$ cat config.mk
export PLATFORM = sky130hd
export DESIGN_NAME = meq_top
export DESIGN_NICKNAME = d
export VERILOG_FILES = /design/src/meq_entry_writer.v /design/src/meq_sticky_flags.v /design/src/meq_top.v
export VERILOG_INCLUDE_DIRS = /design/src
export SDC_FILE = /design/constraint.sdc
export NUM_CORES = 1
export LEC_CHECK = 0
export ABC_CLOCK_PERIOD_IN_PS = 3850
export BUFFER_PORTS_ARGS = -buffer_cell sky130_fd_sc_hd__buf_2
export CAP_MARGIN = 40
export CORE_MARGIN = 8
export CORE_UTILIZATION = 45
export CTS_CLUSTER_DIAMETER = 150
export DETAILED_ROUTE_END_ITERATION = 6
export PLACE_DENSITY = 0.75
export SLEW_MARGIN = 30
export SYNTH_ARGS = -nofsm -noshare
export SYNTH_HDL_FRONTEND = slang
export SYNTH_SLANG_ARGS = --single-unit
$ cat constraint.sdc
create_clock -name pclk -period 3.85 [get_ports pclk]
set_input_delay 0.77 -clock pclk [delete_from_list [all_inputs] [get_ports pclk]]
set_output_delay 0.77 -clock pclk [all_outputs]
set_load 0.01 [all_outputs]
$ cat src/meq_defines.vh
// shared offsets, field positions, reset values and timing counts for the event queue block
`ifndef MEQ_DEFINES_VH
`define MEQ_DEFINES_VH

// ----------------------------------------------------------------
// register byte addresses on the apb bus
// ----------------------------------------------------------------
`define MEQ_OFS_EVENT        12'h000
`define MEQ_OFS_MASK         12'h004
`define MEQ_OFS_QBASE        12'h008
`define MEQ_OFS_QPTR         12'h00c
`define MEQ_OFS_QMASK        12'h010
`define MEQ_OFS_CTRL         12'h014
`define MEQ_OFS_STATUS       12'h018

// ----------------------------------------------------------------
// event and mask register fields
// ----------------------------------------------------------------
`define MEQ_EV_QOVF          4
`define MEQ_EV_NEW           5
`define MEQ_EV_GUN           6
`define MEQ_EV_GOV           7
`define MEQ_EV_IMPL          16'h00f0
`define MEQ_EV_W1C           16'h00e0
`define MEQ_EV_RST           16'h0000
`define MEQ_MASK_RST         16'h0000

// ----------------------------------------------------------------
// queue entry fields
// ----------------------------------------------------------------
`define MEQ_QE_VALID         0
`define MEQ_QE_WRAP          1
`define MEQ_QE_NID           2
`define MEQ_QE_IDL           3
`define MEQ_QE_CH_LO         5
`define MEQ_QE_CH_HI         9
`define MEQ_QE_MRF           10
`define MEQ_QE_UN            11
`define MEQ_QE_EV_LO         10
`define MEQ_QE_EV_HI         15
`define MEQ_QMASK_RST        16'hfc0c

// ----------------------------------------------------------------
// control register fields
// ----------------------------------------------------------------
`define MEQ_CTRL_TX_RESTART  0
`define MEQ_CTRL_RX_RESTART  1
`define MEQ_CTRL_TRANSP      2

// ----------------------------------------------------------------
// queue memory timing
// ----------------------------------------------------------------
`define MEQ_MEM_TIMEOUT_NS   1000
`define MEQ_MEM_TIMEOUT_CYC  ((`MEQ_MEM_TIMEOUT_NS) / 50)
`define MEQ_QSIZE_MAX        17'h10000

`endif

$ cat src/meq_entry_writer.v
// writes one queue entry into external memory, checking the slot first
`timescale 1ns/100ps
`include "meq_defines.vh"
module meq_entry_writer #(
    parameter AW = 32
) (
    // clock and reset
    input  wire          pclk,
    input  wire          presetn,
    // request from the controller
    input  wire          req_i,
    input  wire [AW-1:0] addr_i,
    input  wire [15:0]   entry_i,
    output reg           busy_o,
    output reg           done_o,
    output reg           ovf_o,
    output reg           wrap_o,
    // external memory port
    output reg           mem_req_o,
    output reg           mem_we_o,
    output reg  [AW-1:0] mem_addr_o,
    output reg  [15:0]   mem_wdata_o,
    input  wire          mem_ack_i,
    input  wire [15:0]   mem_rdata_i
);
    localparam S_IDLE  = 2'd0;
    localparam S_READ  = 2'd1;
    localparam S_WRITE = 2'd2;

    reg [1:0] state_q;

    // ----------------------------------------------------------------
    // read slot, then write only if the host has released it
    // ----------------------------------------------------------------
    always @(posedge pclk or negedge presetn) begin
        if (!presetn) begin
            state_q     <= S_IDLE;
            busy_o      <= 1'b0;
            done_o      <= 1'b0;
            ovf_o       <= 1'b0;
            wrap_o      <= 1'b0;
            mem_req_o   <= 1'b0;
            mem_we_o    <= 1'b0;
            mem_addr_o  <= {AW{1'b0}};
            mem_wdata_o <= 16'h0000;
        end else begin
            done_o <= 1'b0;
            ovf_o  <= 1'b0;
            case (state_q)
                S_IDLE: begin
                    if (req_i) begin
                        busy_o     <= 1'b1;
                        mem_req_o  <= 1'b1;
                        mem_we_o   <= 1'b0;
                        mem_addr_o <= addr_i;
                        state_q    <= S_READ;
                    end
                end
                S_READ: begin
                    if (mem_ack_i) begin
                        wrap_o <= mem_rdata_i[`MEQ_QE_WRAP];
                        if (mem_rdata_i[`MEQ_QE_VALID]) begin
                            // slot still owned by host: drop entry, keep slot
                            mem_req_o <= 1'b0;
                            ovf_o     <= 1'b1;
                            busy_o    <= 1'b0;
                            state_q   <= S_IDLE;
                        end else begin
                            // keep the slot's wrap bit, mark entry valid
                            mem_we_o    <= 1'b1;
                            mem_wdata_o <= entry_i
                                         | (mem_rdata_i & (16'h0001 << `MEQ_QE_WRAP))
                                         | (16'h0001 << `MEQ_QE_VALID);
                            state_q     <= S_WRITE;
                        end
                    end
                end
                S_WRITE: begin
                    if (mem_ack_i) begin
                        mem_req_o <= 1'b0;
                        mem_we_o  <= 1'b0;
                        done_o    <= 1'b1;
                        busy_o    <= 1'b0;
                        state_q   <= S_IDLE;
                    end
                end
                default: begin
                    state_q   <= S_IDLE;
                    mem_req_o <= 1'b0;
                    busy_o    <= 1'b0;
                end
            endcase
        end
    end
endmodule

$ cat src/meq_sticky_flags.v
// sticky event flags with write-one-to-clear, set wins over clear
`timescale 1ns/100ps
module meq_sticky_flags #(
    parameter WIDTH = 16
) (
    // clock and reset
    input  wire             pclk,
    input  wire             presetn,
    // hardware sets and software clears
    input  wire [WIDTH-1:0] set_i,
    input  wire [WIDTH-1:0] clr_i,
    input  wire [WIDTH-1:0] impl_i,
    // flag state
    output wire [WIDTH-1:0] flags_o
);
    reg [WIDTH-1:0] flags_q;

    // ----------------------------------------------------------------
    // one flop per bit, generated
    // ----------------------------------------------------------------
    genvar i;
    generate
        for (i = 0; i < WIDTH; i = i + 1) begin : g_bit
            // set listed ahead of clear in priority so an event during a clear is kept
            always @(posedge pclk or negedge presetn) begin
                if (!presetn) begin
                    flags_q[i] <= 1'b0;
                end else if (!impl_i[i]) begin
                    flags_q[i] <= 1'b0;
                end else if (set_i[i]) begin
                    flags_q[i] <= 1'b1;
                end else if (clr_i[i]) begin
                    flags_q[i] <= 1'b0;
                end
            end
        end
    endgenerate

    assign flags_o = flags_q;
endmodule

$ cat src/meq_top.v
// event register, mask, and circular queue writer for a multichannel serial controller
//
// What this block does
// - mask bit zero keeps its flag from raising any interrupt request.
// - mask bit one lets a set flag drive the channel pending output.
// - event word: bits 0-3 reserved, 4 overflow, 5 new, 6 underrun, 7 overrun.
// - writing into a slot still valid sets overflow flag; with mask enabled it requests interrupt.
// - on overflow the new entry is dropped, no slot overwritten.
// - new-entry flag set whenever an entry was written to the queue.
// - new, underrun, overrun flags cleared by writing one; zero leaves them.
// - global tx underrun sets flag, halts all transmit, tx line idles.
// - transmit resumes only after host reinitialises transmitting channels.
// - underrun flag with mask enabled raises interrupt request.
// - global rx overrun sets flag, halts reception and memory writes.
// - receive resumes after host reinit; overrun with mask raises request.
// - entry: valid, wrap, nid, idle, rsvd, channel 5-9, events 10-15.
// - device sets the valid bit of each entry it writes.
// - wrap bit marks last entry; next access returns to queue base.
// - not-idle event reported on non-idle pattern, never in transparent mode.
// - idle event reported on first idle after non-idle, not in transparent.
// - channel number field five bits, channels 0 to 31.
// - after writing an entry, advance pointer; wrap entry returns it to base.
// - channel interrupt enters queue only if it passes the queue entry mask.
//
// Decided for this implementation: the address map and the APB register port.
`timescale 1ns/100ps
`include "meq_defines.vh"
module meq_top #(
    parameter AW = 32
) (
    // clock and reset
    input  wire          pclk,
    input  wire          presetn,
    // apb slave
    input  wire          psel,
    input  wire          penable,
    input  wire          pwrite,
    input  wire [11:0]   paddr,
    input  wire [31:0]   pwdata,
    output reg  [31:0]   prdata,
    output reg           pready,
    output reg           pslverr,
    // channel event requests from the serial engine
    input  wire          ch_req,
    input  wire [4:0]    ch_num,
    input  wire [5:0]    ch_events,
    input  wire          ch_non_idle,
    input  wire          ch_idle,
    output reg           ch_ack,
    // global fifo faults
    input  wire          tx_fifo_underrun,
    input  wire          rx_fifo_overrun,
    // engine control
    output reg           tx_enable,
    output reg           rx_enable,
    output reg           rx_mem_write_en,
    output reg           pending,
    // external queue memory
    output reg           mem_req,
    output reg           mem_we,
    output reg  [AW-1:0] mem_addr,
    output reg  [15:0]   mem_wdata,
    input  wire          mem_ack,
    input  wire [15:0]   mem_rdata
);
    // ----------------------------------------------------------------
    // address decode helper
    // ----------------------------------------------------------------
    function is_reg;
        input [11:0] a;
        input [11:0] ofs;
        begin
            is_reg = (a == ofs);
        end
    endfunction

    localparam Q_IDLE = 2'd0;
    localparam Q_BUSY = 2'd1;
    localparam Q_ACK  = 2'd2;

    reg  [15:0]   mask_q;
    reg  [AW-1:0] qbase_q;
    reg  [AW-1:0] qptr_q;
    reg  [15:0]   qmask_q;
    reg           transp_q;
    reg  [1:0]    qstate_q;
    reg  [15:0]   entry_q;
    reg  [4:0]    last_ch_q;
    reg           ovf_seen_q;
    wire [15:0]   flags;
    wire [15:0]   ev_set;
    wire [15:0]   ev_clr;
    wire          wr_acc;
    wire          rd_setup;
    wire          wr_busy;
    wire          wr_done;
    wire          wr_ovf;
    wire          wr_wrap;
    wire          w_req;
    wire          w_we;
    wire [AW-1:0] w_addr;
    wire [15:0]   w_wdata;
    wire          ctrl_wr;
    reg  [15:0]   entry_d;
    reg           entry_pass;

    // ----------------------------------------------------------------
    // apb strobes
    // ----------------------------------------------------------------
    // zero wait states: pready is high in every access phase
    assign wr_acc   = psel & penable & pwrite & pready;
    assign rd_setup = psel & ~penable & ~pwrite;
    assign ctrl_wr  = wr_acc & is_reg(paddr, `MEQ_OFS_CTRL);

    // ----------------------------------------------------------------
    // event flag sources and clears
    // ----------------------------------------------------------------
    assign ev_set = ({15'h0000, wr_ovf} << `MEQ_EV_QOVF)
                  | ({15'h0000, wr_done} << `MEQ_EV_NEW)
                  | ({15'h0000, tx_fifo_underrun} << `MEQ_EV_GUN)
                  | ({15'h0000, rx_fifo_overrun} << `MEQ_EV_GOV);
    // overflow bit is also cleared by writing one, so software can recover
    assign ev_clr = (wr_acc & is_reg(paddr, `MEQ_OFS_EVENT))
                  ? (pwdata[15:0] & `MEQ_EV_IMPL) : 16'h0000;

    meq_sticky_flags #(
        .WIDTH (16)
    ) u_flags (
        .pclk    (pclk),
        .presetn (presetn),
        .set_i   (ev_set),
        .clr_i   (ev_clr),
        .impl_i  (`MEQ_EV_IMPL),
        .flags_o (flags)
    );

    // ----------------------------------------------------------------
    // queue entry writer
    // ----------------------------------------------------------------
    meq_entry_writer #(
        .AW (AW)
    ) u_writer (
        .pclk        (pclk),
        .presetn     (presetn),
        .req_i       (qstate_q == Q_IDLE && ch_req && !ch_ack && entry_pass),
        .addr_i      (qptr_q),
        .entry_i     (entry_q),
        .busy_o      (wr_busy),
        .done_o      (wr_done),
        .ovf_o       (wr_ovf),
        .wrap_o      (wr_wrap),
        .mem_req_o   (w_req),
        .mem_we_o    (w_we),
        .mem_addr_o  (w_addr),
        .mem_wdata_o (w_wdata),
        .mem_ack_i   (mem_ack),
        .mem_rdata_i (mem_rdata)
    );

    // ----------------------------------------------------------------
    // entry assembly and queue mask
    // ----------------------------------------------------------------
    always @* begin
        entry_d = 16'h0000;
        entry_d[`MEQ_QE_CH_HI:`MEQ_QE_CH_LO] = ch_num;
        entry_d[`MEQ_QE_EV_HI:`MEQ_QE_EV_LO] = ch_events;
        entry_d[`MEQ_QE_NID] = ch_non_idle & ~transp_q;
        entry_d[`MEQ_QE_IDL] = ch_idle & ~transp_q;
        // frame-too-long is an hdlc-only event as well
        if (transp_q) begin
            entry_d[`MEQ_QE_MRF] = 1'b0;
        end
        entry_d = entry_d & (qmask_q | (16'h001f << `MEQ_QE_CH_LO));
        entry_pass = |(entry_d & ~(16'h0001 << `MEQ_QE_VALID)
                             & ~(16'h0001 << `MEQ_QE_WRAP)
                             & ~(16'h001f << `MEQ_QE_CH_LO));
    end

    // ----------------------------------------------------------------
    // request handshake and write pointer
    // ----------------------------------------------------------------
    // masked-out requests go straight to the ack state and never touch memory
    always @(posedge pclk or negedge presetn) begin
        if (!presetn) begin
            qstate_q   <= Q_IDLE;
            qptr_q     <= {AW{1'b0}};
            ch_ack     <= 1'b0;
            entry_q    <= 16'h0000;
            last_ch_q  <= 5'h00;
            ovf_seen_q <= 1'b0;
        end else begin
            ch_ack <= 1'b0;
            if (wr_acc && is_reg(paddr, `MEQ_OFS_QPTR)) begin
                qptr_q <= pwdata[AW-1:0];
            end
            case (qstate_q)
                Q_IDLE: begin
                    if (ch_req && !ch_ack) begin // request still held in its ack cycle
                        entry_q   <= entry_d;
                        last_ch_q <= ch_num;
                        qstate_q  <= entry_pass ? Q_BUSY : Q_ACK;
                    end
                end
                Q_BUSY: begin
                    if (wr_done) begin
                        // wrap entry sends the pointer back to the base
                        qptr_q   <= wr_wrap ? qbase_q
                                  : qptr_q + {{(AW-2){1'b0}}, 2'b10};
                        qstate_q <= Q_ACK;
                    end else if (wr_ovf) begin
                        ovf_seen_q <= 1'b1; // pointer stays put
                        qstate_q   <= Q_ACK;
                    end
                end
                Q_ACK: begin
                    ch_ack   <= 1'b1;
                    qstate_q <= Q_IDLE;
                end
                default: begin
                    qstate_q <= Q_IDLE;
                end
            endcase
        end
    end

    // ----------------------------------------------------------------
    // registered memory port
    // ----------------------------------------------------------------
    always @(posedge pclk or negedge presetn) begin
        if (!presetn) begin
            mem_req   <= 1'b0;
            mem_we    <= 1'b0;
            mem_addr  <= {AW{1'b0}};
            mem_wdata <= 16'h0000;
        end else begin
            mem_req   <= w_req & ~(mem_req & mem_ack);
            mem_we    <= w_we;
            mem_addr  <= w_addr;
            mem_wdata <= w_wdata;
        end
    end

    // ----------------------------------------------------------------
    // software registers
    // ----------------------------------------------------------------
    always @(posedge pclk or negedge presetn) begin
        if (!presetn) begin
            mask_q   <= `MEQ_MASK_RST;
            qbase_q  <= {AW{1'b0}};
            qmask_q  <= `MEQ_QMASK_RST;
            transp_q <= 1'b0;
        end else if (wr_acc) begin
            if (is_reg(paddr, `MEQ_OFS_MASK)) begin
                mask_q <= pwdata[15:0] & `MEQ_EV_IMPL;
            end
            if (is_reg(paddr, `MEQ_OFS_QBASE)) begin
                qbase_q <= pwdata[AW-1:0];
            end
            if (is_reg(paddr, `MEQ_OFS_QMASK)) begin
                qmask_q <= pwdata[15:0];
            end
            if (ctrl_wr) begin
                transp_q <= pwdata[`MEQ_CTRL_TRANSP];
            end
        end
    end

    // ----------------------------------------------------------------
    // global fault handling of the serial engine
    // ----------------------------------------------------------------
    // restart bits are one-shot; a fault in the same cycle wins
    always @(posedge pclk or negedge presetn) begin
        if (!presetn) begin
            tx_enable       <= 1'b1;
            rx_enable       <= 1'b1;
            rx_mem_write_en <= 1'b1;
        end else begin
            if (tx_fifo_underrun) begin
                tx_enable <= 1'b0; // tx line idles, rx untouched
            end else if (ctrl_wr && pwdata[`MEQ_CTRL_TX_RESTART]) begin
                tx_enable <= 1'b1;
            end
            if (rx_fifo_overrun) begin
                rx_enable       <= 1'b0;
                rx_mem_write_en <= 1'b0;
            end else if (ctrl_wr && pwdata[`MEQ_CTRL_RX_RESTART]) begin
                rx_enable       <= 1'b1;
                rx_mem_write_en <= 1'b1;
            end
        end
    end

    // ----------------------------------------------------------------
    // interrupt pending output
    // ----------------------------------------------------------------
    always @(posedge pclk or negedge presetn) begin
        if (!presetn) begin
            pending <= 1'b0;
        end else begin
            pending <= |(flags & mask_q);
        end
    end

    // ----------------------------------------------------------------
    // apb answer: zero wait, read data latched in setup
    // ----------------------------------------------------------------
    always @(posedge pclk or negedge presetn) begin
        if (!presetn) begin
            prdata  <= 32'h0000_0000;
            pready  <= 1'b0;
            pslverr <= 1'b0;
        end else begin
            pready  <= psel & ~penable;
            pslverr <= psel & ~penable & ~(is_reg(paddr, `MEQ_OFS_EVENT)
                     | is_reg(paddr, `MEQ_OFS_MASK) | is_reg(paddr, `MEQ_OFS_QBASE)
                     | is_reg(paddr, `MEQ_OFS_QPTR) | is_reg(paddr, `MEQ_OFS_QMASK)
                     | is_reg(paddr, `MEQ_OFS_CTRL) | is_reg(paddr, `MEQ_OFS_STATUS));
            if (rd_setup) begin
                case (paddr)
                    `MEQ_OFS_EVENT:  prdata <= {16'h0000, flags & `MEQ_EV_IMPL};
                    `MEQ_OFS_MASK:   prdata <= {16'h0000, mask_q};
                    `MEQ_OFS_QBASE:  prdata <= qbase_q;
                    `MEQ_OFS_QPTR:   prdata <= qptr_q;
                    `MEQ_OFS_QMASK:  prdata <= {16'h0000, qmask_q};
                    `MEQ_OFS_CTRL:   prdata <= {29'h0000_0000, transp_q, 2'b00};
                    `MEQ_OFS_STATUS: prdata <= {20'h00000, last_ch_q, ovf_seen_q,
                                                wr_busy, rx_enable, tx_enable,
                                                qstate_q, 1'b0};
                    default:         prdata <= 32'h0000_0000;
                endcase
            end else if (!psel) begin
                prdata <= 32'h0000_0000;
            end
        end
    end
endmodule

==> qor.yml, run 1 <==
postCtsSetupBuffers: 0
worstHoldPathType: "primary input to asynchronous set/reset pin"
seq_area_frac_synth_pct: 57.2
hold_viol: 0
initial_core_util_pct: 46.0
synth_edf_count: 0
status: "finished clean"
drv_slew: 0
cts_tree: "done"
place_hpwl_um: 19700
gp_congestion: 0.875
synth_ff_type: "dfrtp_1"
grt_pass1_vias: 7853
max_clock_freq_mhz: 377
fin_worst_skew_ps: 24.2
ys_ff_latch: 246
grt_pass1_wl_um: 43700
pre_cts_slack_ps: 843
syn_area_mm2: 0.0108
cts.hold.buffers_added: 0
antenna_found_initial: 1
die_area_mm2: 0.0292
drive_gt1_share_pct: 35.7
fin_nets: 1101
cts_root_buf: "clkbuf_16"
vias_per_cell: 5.57
die_h_um: 171
synthArstFlopShare_pct: 100
worstSkewPairLatency_ps: 540
rows: 56
ant_nets: 0
fin_crit_ps: 2650
p_per_area_mw_per_mm2: 437
syn_to_final_growth_pct: 19.6
maxCapViolCount: 0
synth_cell_types: 64
yosys_warnings: 0
grt_use_total_pct: 19.0
dp.cells: 1306
clk_pin_slew_ps: 60
setup_viol: 0
worstPathArrival_ps: 3050
slew_headroom_pct: 51.8
via_count: 7558
portBuffers: 155
wl_um: 27700
syn_area_per_cell_um2: 12.5
overflow: 0
p_leak_nw: 6.33
wire_per_inst_um: 20.4
tightest_slew_ps: 722
clock_sinks: 246
rsz0062_at_grt: "no"
cts_max_level: 1
syn-num-nets: 949
critPathRequiredTime_ps: 4250
io_pins: 171
drt_iter0_markers: 661
drt-pass1-iter-count: 5
cts_max_path_buffers: 3
finalSetupTns_ps: 0
peakVddDrop_v: 0.000428
grt_max_degree: 95
syn_inst: 866
die_w_um: 171
instances_no_fill: 1358
whs_ps: 271
start_kind: "flip-flop"
worst_slack_ps: 1200
cp-end-kind: "flip-flop"
crit_fanout: 25
cts-resized-gates: 0
cts_made_buffers: 27
timing_worst_setup_path_type: "flip-flop to flip-flop"
antenna_cells: 0
core_mm2: 0.0235
finalPower_mw: 5.64
drc: 0
finalCritPeriodShare_pct: 68.9
## worst max-delay path: stages, from the launching register on
cell and delay [ps]:
dfrtp_1 460, or3_4 540, o21bai_4 230, or3_2 670, buf_12 280, mux2_4 310
## sequential cells by signal, summed over array words and instances, names as in the netlist, 2 cells and up
register / count
qmask_q: 16
last_ch_q: 4
prdata: 32
entry_q: 9
u_flags.flags_o: 4
qbase_q: 32
mem_wdata: 15
u_writer.mem_addr_o: 32
u_writer.mem_wdata_o: 15
u_writer.state_q: 2
qstate_q: 2
qptr_q: 32
mask_q: 4
mem_addr: 32
## path summary, 6_finish.rpt
kind	start	end	slack (ps)	cells after the start
worst max-delay path	qstate_q[0]	u_writer.mem_addr_o[28]	1200	5
max in group asynchronous	presetn	qmask_q[13]	2730	2
min in group pclk	u_writer.mem_wdata_o[10]	mem_wdata[10]	370	0
worst min-delay path	presetn	qptr_q[27]	270	1
worst min register to register	u_writer.mem_wdata_o[10]	mem_wdata[10]	370	0
worst max register to register	qstate_q[0]	u_writer.mem_addr_o[28]	1200	5
## area by class of cell
type | instances | area [um^2]
fill | 1935 | 10600
sequential | 246 | 6170
multi-input combinational | 561 | 4350
timing repair buffer | 173 | 973
clock buffer | 36 | 779
tap | 319 | 399
clock inverter | 14 | 206
inverter | 9 | 33.8
## placed cells by master, fill, tap and decap left out, types with 7 or more instances in the layout
cell / n
dfrtp_1: 236
clkbuf_8: 7
o21ai_1: 20
mux2_2: 86
nand3_1: 14
buf_2: 155
o22ai_1: 9
clkbuf_16: 27
nor3_1: 13
buf_4: 11
a21oi_1: 16
o21ai_0: 26
nand2_1: 67
a22oi_1: 15
nand4_1: 16
a211oi_1: 10
and3_1: 8
dfstp_2: 10
nor2_1: 54
xor2_1: 7
mux2i_1: 59
mux2_4: 29
a32oi_1: 8
o221a_2: 10
xnor2_1: 18
inv_1: 9
## synthesized netlist by cell type, types with 8 or more instances
cell / number / area share (%)
inv_1: 9 / 0.31
nor3_1: 13 / 0.60
xnor2_1: 18 / 1.5
nand3_1: 14 / 0.65
dfstp_2: 10 / 2.4
o22ai_1: 9 / 0.52
mux2_4: 29 / 4.0
a211oi_1: 10 / 0.70
nand2_1: 67 / 2.3
dfrtp_1: 236 / 55
o221a_2: 10 / 1.0
mux2_2: 86 / 9.0
clkbuf_1: 25 / 0.87
nand4_1: 16 / 0.93
buf_2: 11 / 0.51
mux2i_1: 59 / 5.5
a21oi_1: 16 / 0.74
a32oi_1: 8 / 0.65
nor2_1: 54 / 1.9
o21ai_1: 20 / 0.93
o21ai_0: 26 / 1.2
and3_1: 8 / 0.46
a22oi_1: 15 / 1.0
## power breakdown
part	leakage, nW	internal, mW	switching (mW)
clock network	0.481	1.76	1.04
logic	2.58	0.0778	0.137
registers	3.27	2.61	0.0202
total	6.33	4.44	1.20
## cell families after synthesis
group / Yosys count / share of synthesized area, %
flops: 246 / 57.2
simple gates: 216 / 10.3
mux: 174 / 18.5
compound gates: 144 / 9.15
buf+inv: 59 / 2.66
xor+xnor: 25 / 2.03
fa+ha+maj: 1 / 0.116
other cells: 1 / 0.0348
## stage by stage
step | util (%) | instance area [um^2]
2_1_floorplan | - | 10800
3_3_place_gp | 50.7 | 11900
3_5_place_dp | 50.7 | 11900
4_1_cts | 54.9 | 12900
5_1_grt | 55.0 | 12900
6_report | 55.0 | 12900
## metal layers
layer | routed length, um | GRT usage (%) | vias up
li1 | - | - | 3431
met1 | 11800 | 24.6 | 3833
met2 | 13300 | 31.7 | 249
met3 | 2070 | 4.63 | 43
met4 | 550 | 4.61 | 2
met5 | 13 | 0 | -
Note: power is estimated with default switching activity, not from simulation.
==> inputs of run 2 (changes only) <==
--- a/config.mk
+++ b/config.mk
@@ -6,14 +6,14 @@
 export SDC_FILE = /design/constraint.sdc
 export NUM_CORES = 1
 export LEC_CHECK = 0
-export ABC_CLOCK_PERIOD_IN_PS = 3850
+export ABC_CLOCK_PERIOD_IN_PS = 2350
 export BUFFER_PORTS_ARGS = -buffer_cell sky130_fd_sc_hd__buf_2
 export CAP_MARGIN = 40
 export CORE_MARGIN = 8
 export CORE_UTILIZATION = 45
 export CTS_CLUSTER_DIAMETER = 150
 export DETAILED_ROUTE_END_ITERATION = 6
-export PLACE_DENSITY = 0.75
+export PLACE_DENSITY = 0.77
 export SLEW_MARGIN = 30
 export SYNTH_ARGS = -nofsm -noshare
 export SYNTH_HDL_FRONTEND = slang
==> constraint.sdc (replaced) <==
create_clock -name pclk -period 2.35 [get_ports pclk]
set_input_delay 0.47 -clock pclk [delete_from_list [all_inputs] [get_ports pclk]]
set_output_delay 0.47 -clock pclk [all_outputs]
set_load 0.01 [all_outputs]
==> qor.yml, run 2 (synthesized netlist as in run 1, its figures left out) <==
finalSetupTns_ps: 0  # unchanged
cts_root_buf: "clkbuf_16"
gp_congestion: 0.887  # +1.4%
hold_viol: 0  # unchanged
worstSkewPairLatency_ps: 530  # about the same
drive_gt1_share_pct: 37.0  # +1.3 points
crit_fanout: 33  # +32%
worstPathArrival_ps: 2640  # -410 ps
critPathSlowestCell: "dfstp_2"
die_w_um: 171  # unchanged
worstPathCellList: "nand2_1 > a31oi_1 > o21bai_4 > or3_2 > buf_12 > mux2_4"
antenna_found_initial: 1  # unchanged
overflow: 0  # unchanged
wire_per_inst_um: 20.3  # -0.82%
grt_use_total_pct: 19.3  # +0.34 points
via_count: 7655  # +1.3%
path_buf_inv: 1  # unchanged
critPathCapture: "u_writer.mem_addr_o[0]"
grt_max_degree: 64  # -33%
final-seq-area_mm2: 0.00617  # unchanged
core_mm2: 0.0235  # unchanged
setup_viol: 0  # unchanged
ant_nets: 0  # unchanged
multi_input_area_mm2: 0.00435  # unchanged
cts_max_path_buffers: 3  # unchanged
fin_nets: 1132  # +2.8%
postCtsSetupBuffers: 0  # unchanged
timing.rr.end: "u_writer.mem_addr_o[0]"
grt_pass1_vias: 7995  # +1.8%
cp-end-kind: "flip-flop"
vias_per_cell: 5.52  # -0.91%
status: "finished clean"
slew_headroom_pct: 55.6  # +3.7 points
start_kind: "flip-flop"
critPathRequiredTime_ps: 2750  # -1500 ps
maxCapViolCount: 0  # unchanged
cts.hold.buffers_added: 1  # +1
critPathMaxStageDelay_ps: 570  # -100 ps
die_h_um: 171  # unchanged
fin_crit_ps: 2240  # -414 ps
initial_core_util_pct: 46.0  # unchanged
clk_pin_slew_ps: 60  # about the same
drc: 0  # unchanged
rows: 56  # unchanged
place_hpwl_um: 20000  # +1.8%
cts_made_buffers: 26  # -3.7%
worstRegToRegCells: 6  # +1
fin_worst_skew_ps: 19.4  # -4.87 ps
drt-pass1-iter-count: 5  # unchanged
worstReg2RegStart: "qmask_q[3]"
whs_ps: 71.4  # -199 ps
cts-resized-gates: 0  # unchanged
wl_um: 28100  # +1.4%
cts_tree: "done"
drv_slew: 0  # unchanged
die_area_mm2: 0.0292  # unchanged
mostFrequentLayoutCells: "dfrtp_1, buf_2, mux2_2, nand2_1, mux2i_1"
grt_pass1_wl_um: 44700  # +2.1%
layout_commonest_cell: "dfrtp_1"
timing_worst_setup_path_type: "flip-flop to flip-flop"
portBuffers: 155  # unchanged
tightest_slew_ps: 666  # -56.0 ps
p_per_area_mw_per_mm2: 666  # +52%
io_pins: 171  # unchanged
peakVddDrop_v: 0.000457  # +6.8%
p_leak_nw: 6.42  # +1.4%
worstHoldPathType: "primary input to flip-flop"
syn_to_final_growth_pct: 21.0
n_fill_cell: 1950  # +0.78%
finalCritPeriodShare_pct: 95.2  # +26 points
rsz0062_at_grt: "no"
crit_family: "flip-flops"
crit_start: "qmask_q[3]"
r2r_slack_ps: 110  # -1090 ps
clock_sinks: 246  # unchanged
cp.depth: 6  # +1
max_clock_freq_mhz: 447  # +18%
drt_iter0_markers: 615  # -7.0%
cts_max_level: 1  # unchanged
-- run 2: cell types whose count changed in the layout (fill, tap and decap cells not counted) --
cell	delta
buf_12	+4
buf_2	-1
buf_4	+30
buf_8	-1
bufinv_16	-4
clkbuf_1	+4
clkbuf_2	-1
clkbuf_8	-3
clkinvlp_4	+1
diode_2	+1
dlygate4sd3_1	+1
inv_6	-1
-- run 2: layer usage --
layer / wire length (um) / part of all wire (%) / track usage [%]
met5: 0 / 0 / 0
met4: 841 / 3.0 / 5.82
met3: 1940 / 6.9 / 4.08
met2: 13300 / 47 / 31.4
met1: 12000 / 43 / 25.7
-- run 2: power by group --
part           total (mW)  internal, mW  leakage, nW  switching, mW
logic               0.377         0.143         2.75          0.234
clock network        4.01          2.34        0.403           1.67
registers            4.30          4.27         3.27         0.0292
-- run 2: worst min-delay path by stage --
stage	startpoint	end	slack (ps)	cells past startpoint
3_5_place_dp	u_writer.mem_addr_o[5]	mem_addr[5]	360	0
3_3_place_gp	u_writer.mem_wdata_o[6]	mem_wdata[6]	350	0
2_1_floorplan	presetn	ch_ack	170	0
6_report	tx_fifo_underrun	tx_enable	70	2
4_1_cts	tx_fifo_underrun	tx_enable	60	2
5_1_grt	tx_fifo_underrun	tx_enable	70	2
-- run 2: cell type report --
class / instances / area share, %
inverter: 9 / 0.259
clock inverter: 10 / 0.652
tap: 319 / 3.06
sequential: 246 / 47.3
timing repair buffer: 205 / 9.68
multi-input combinational: 561 / 33.3
clock buffer: 37 / 5.77
antenna: 1 / 0.0192
-- run 2: metrics by stage --
stage                     util [%]  power (mW)  cell area (um^2)  instances  setup WS, ps
after floorplan                  -        4.50             10800        866           207
after global placement        52.0        4.75             12200       1339          84.5
after detailed placement      52.0        4.76             12200       1339          66.9
after CTS                     55.6        8.76             13000       1387           135
after global routing          55.6        8.98             13100       1388          32.8
final                         55.6        8.69             13100       1388           113
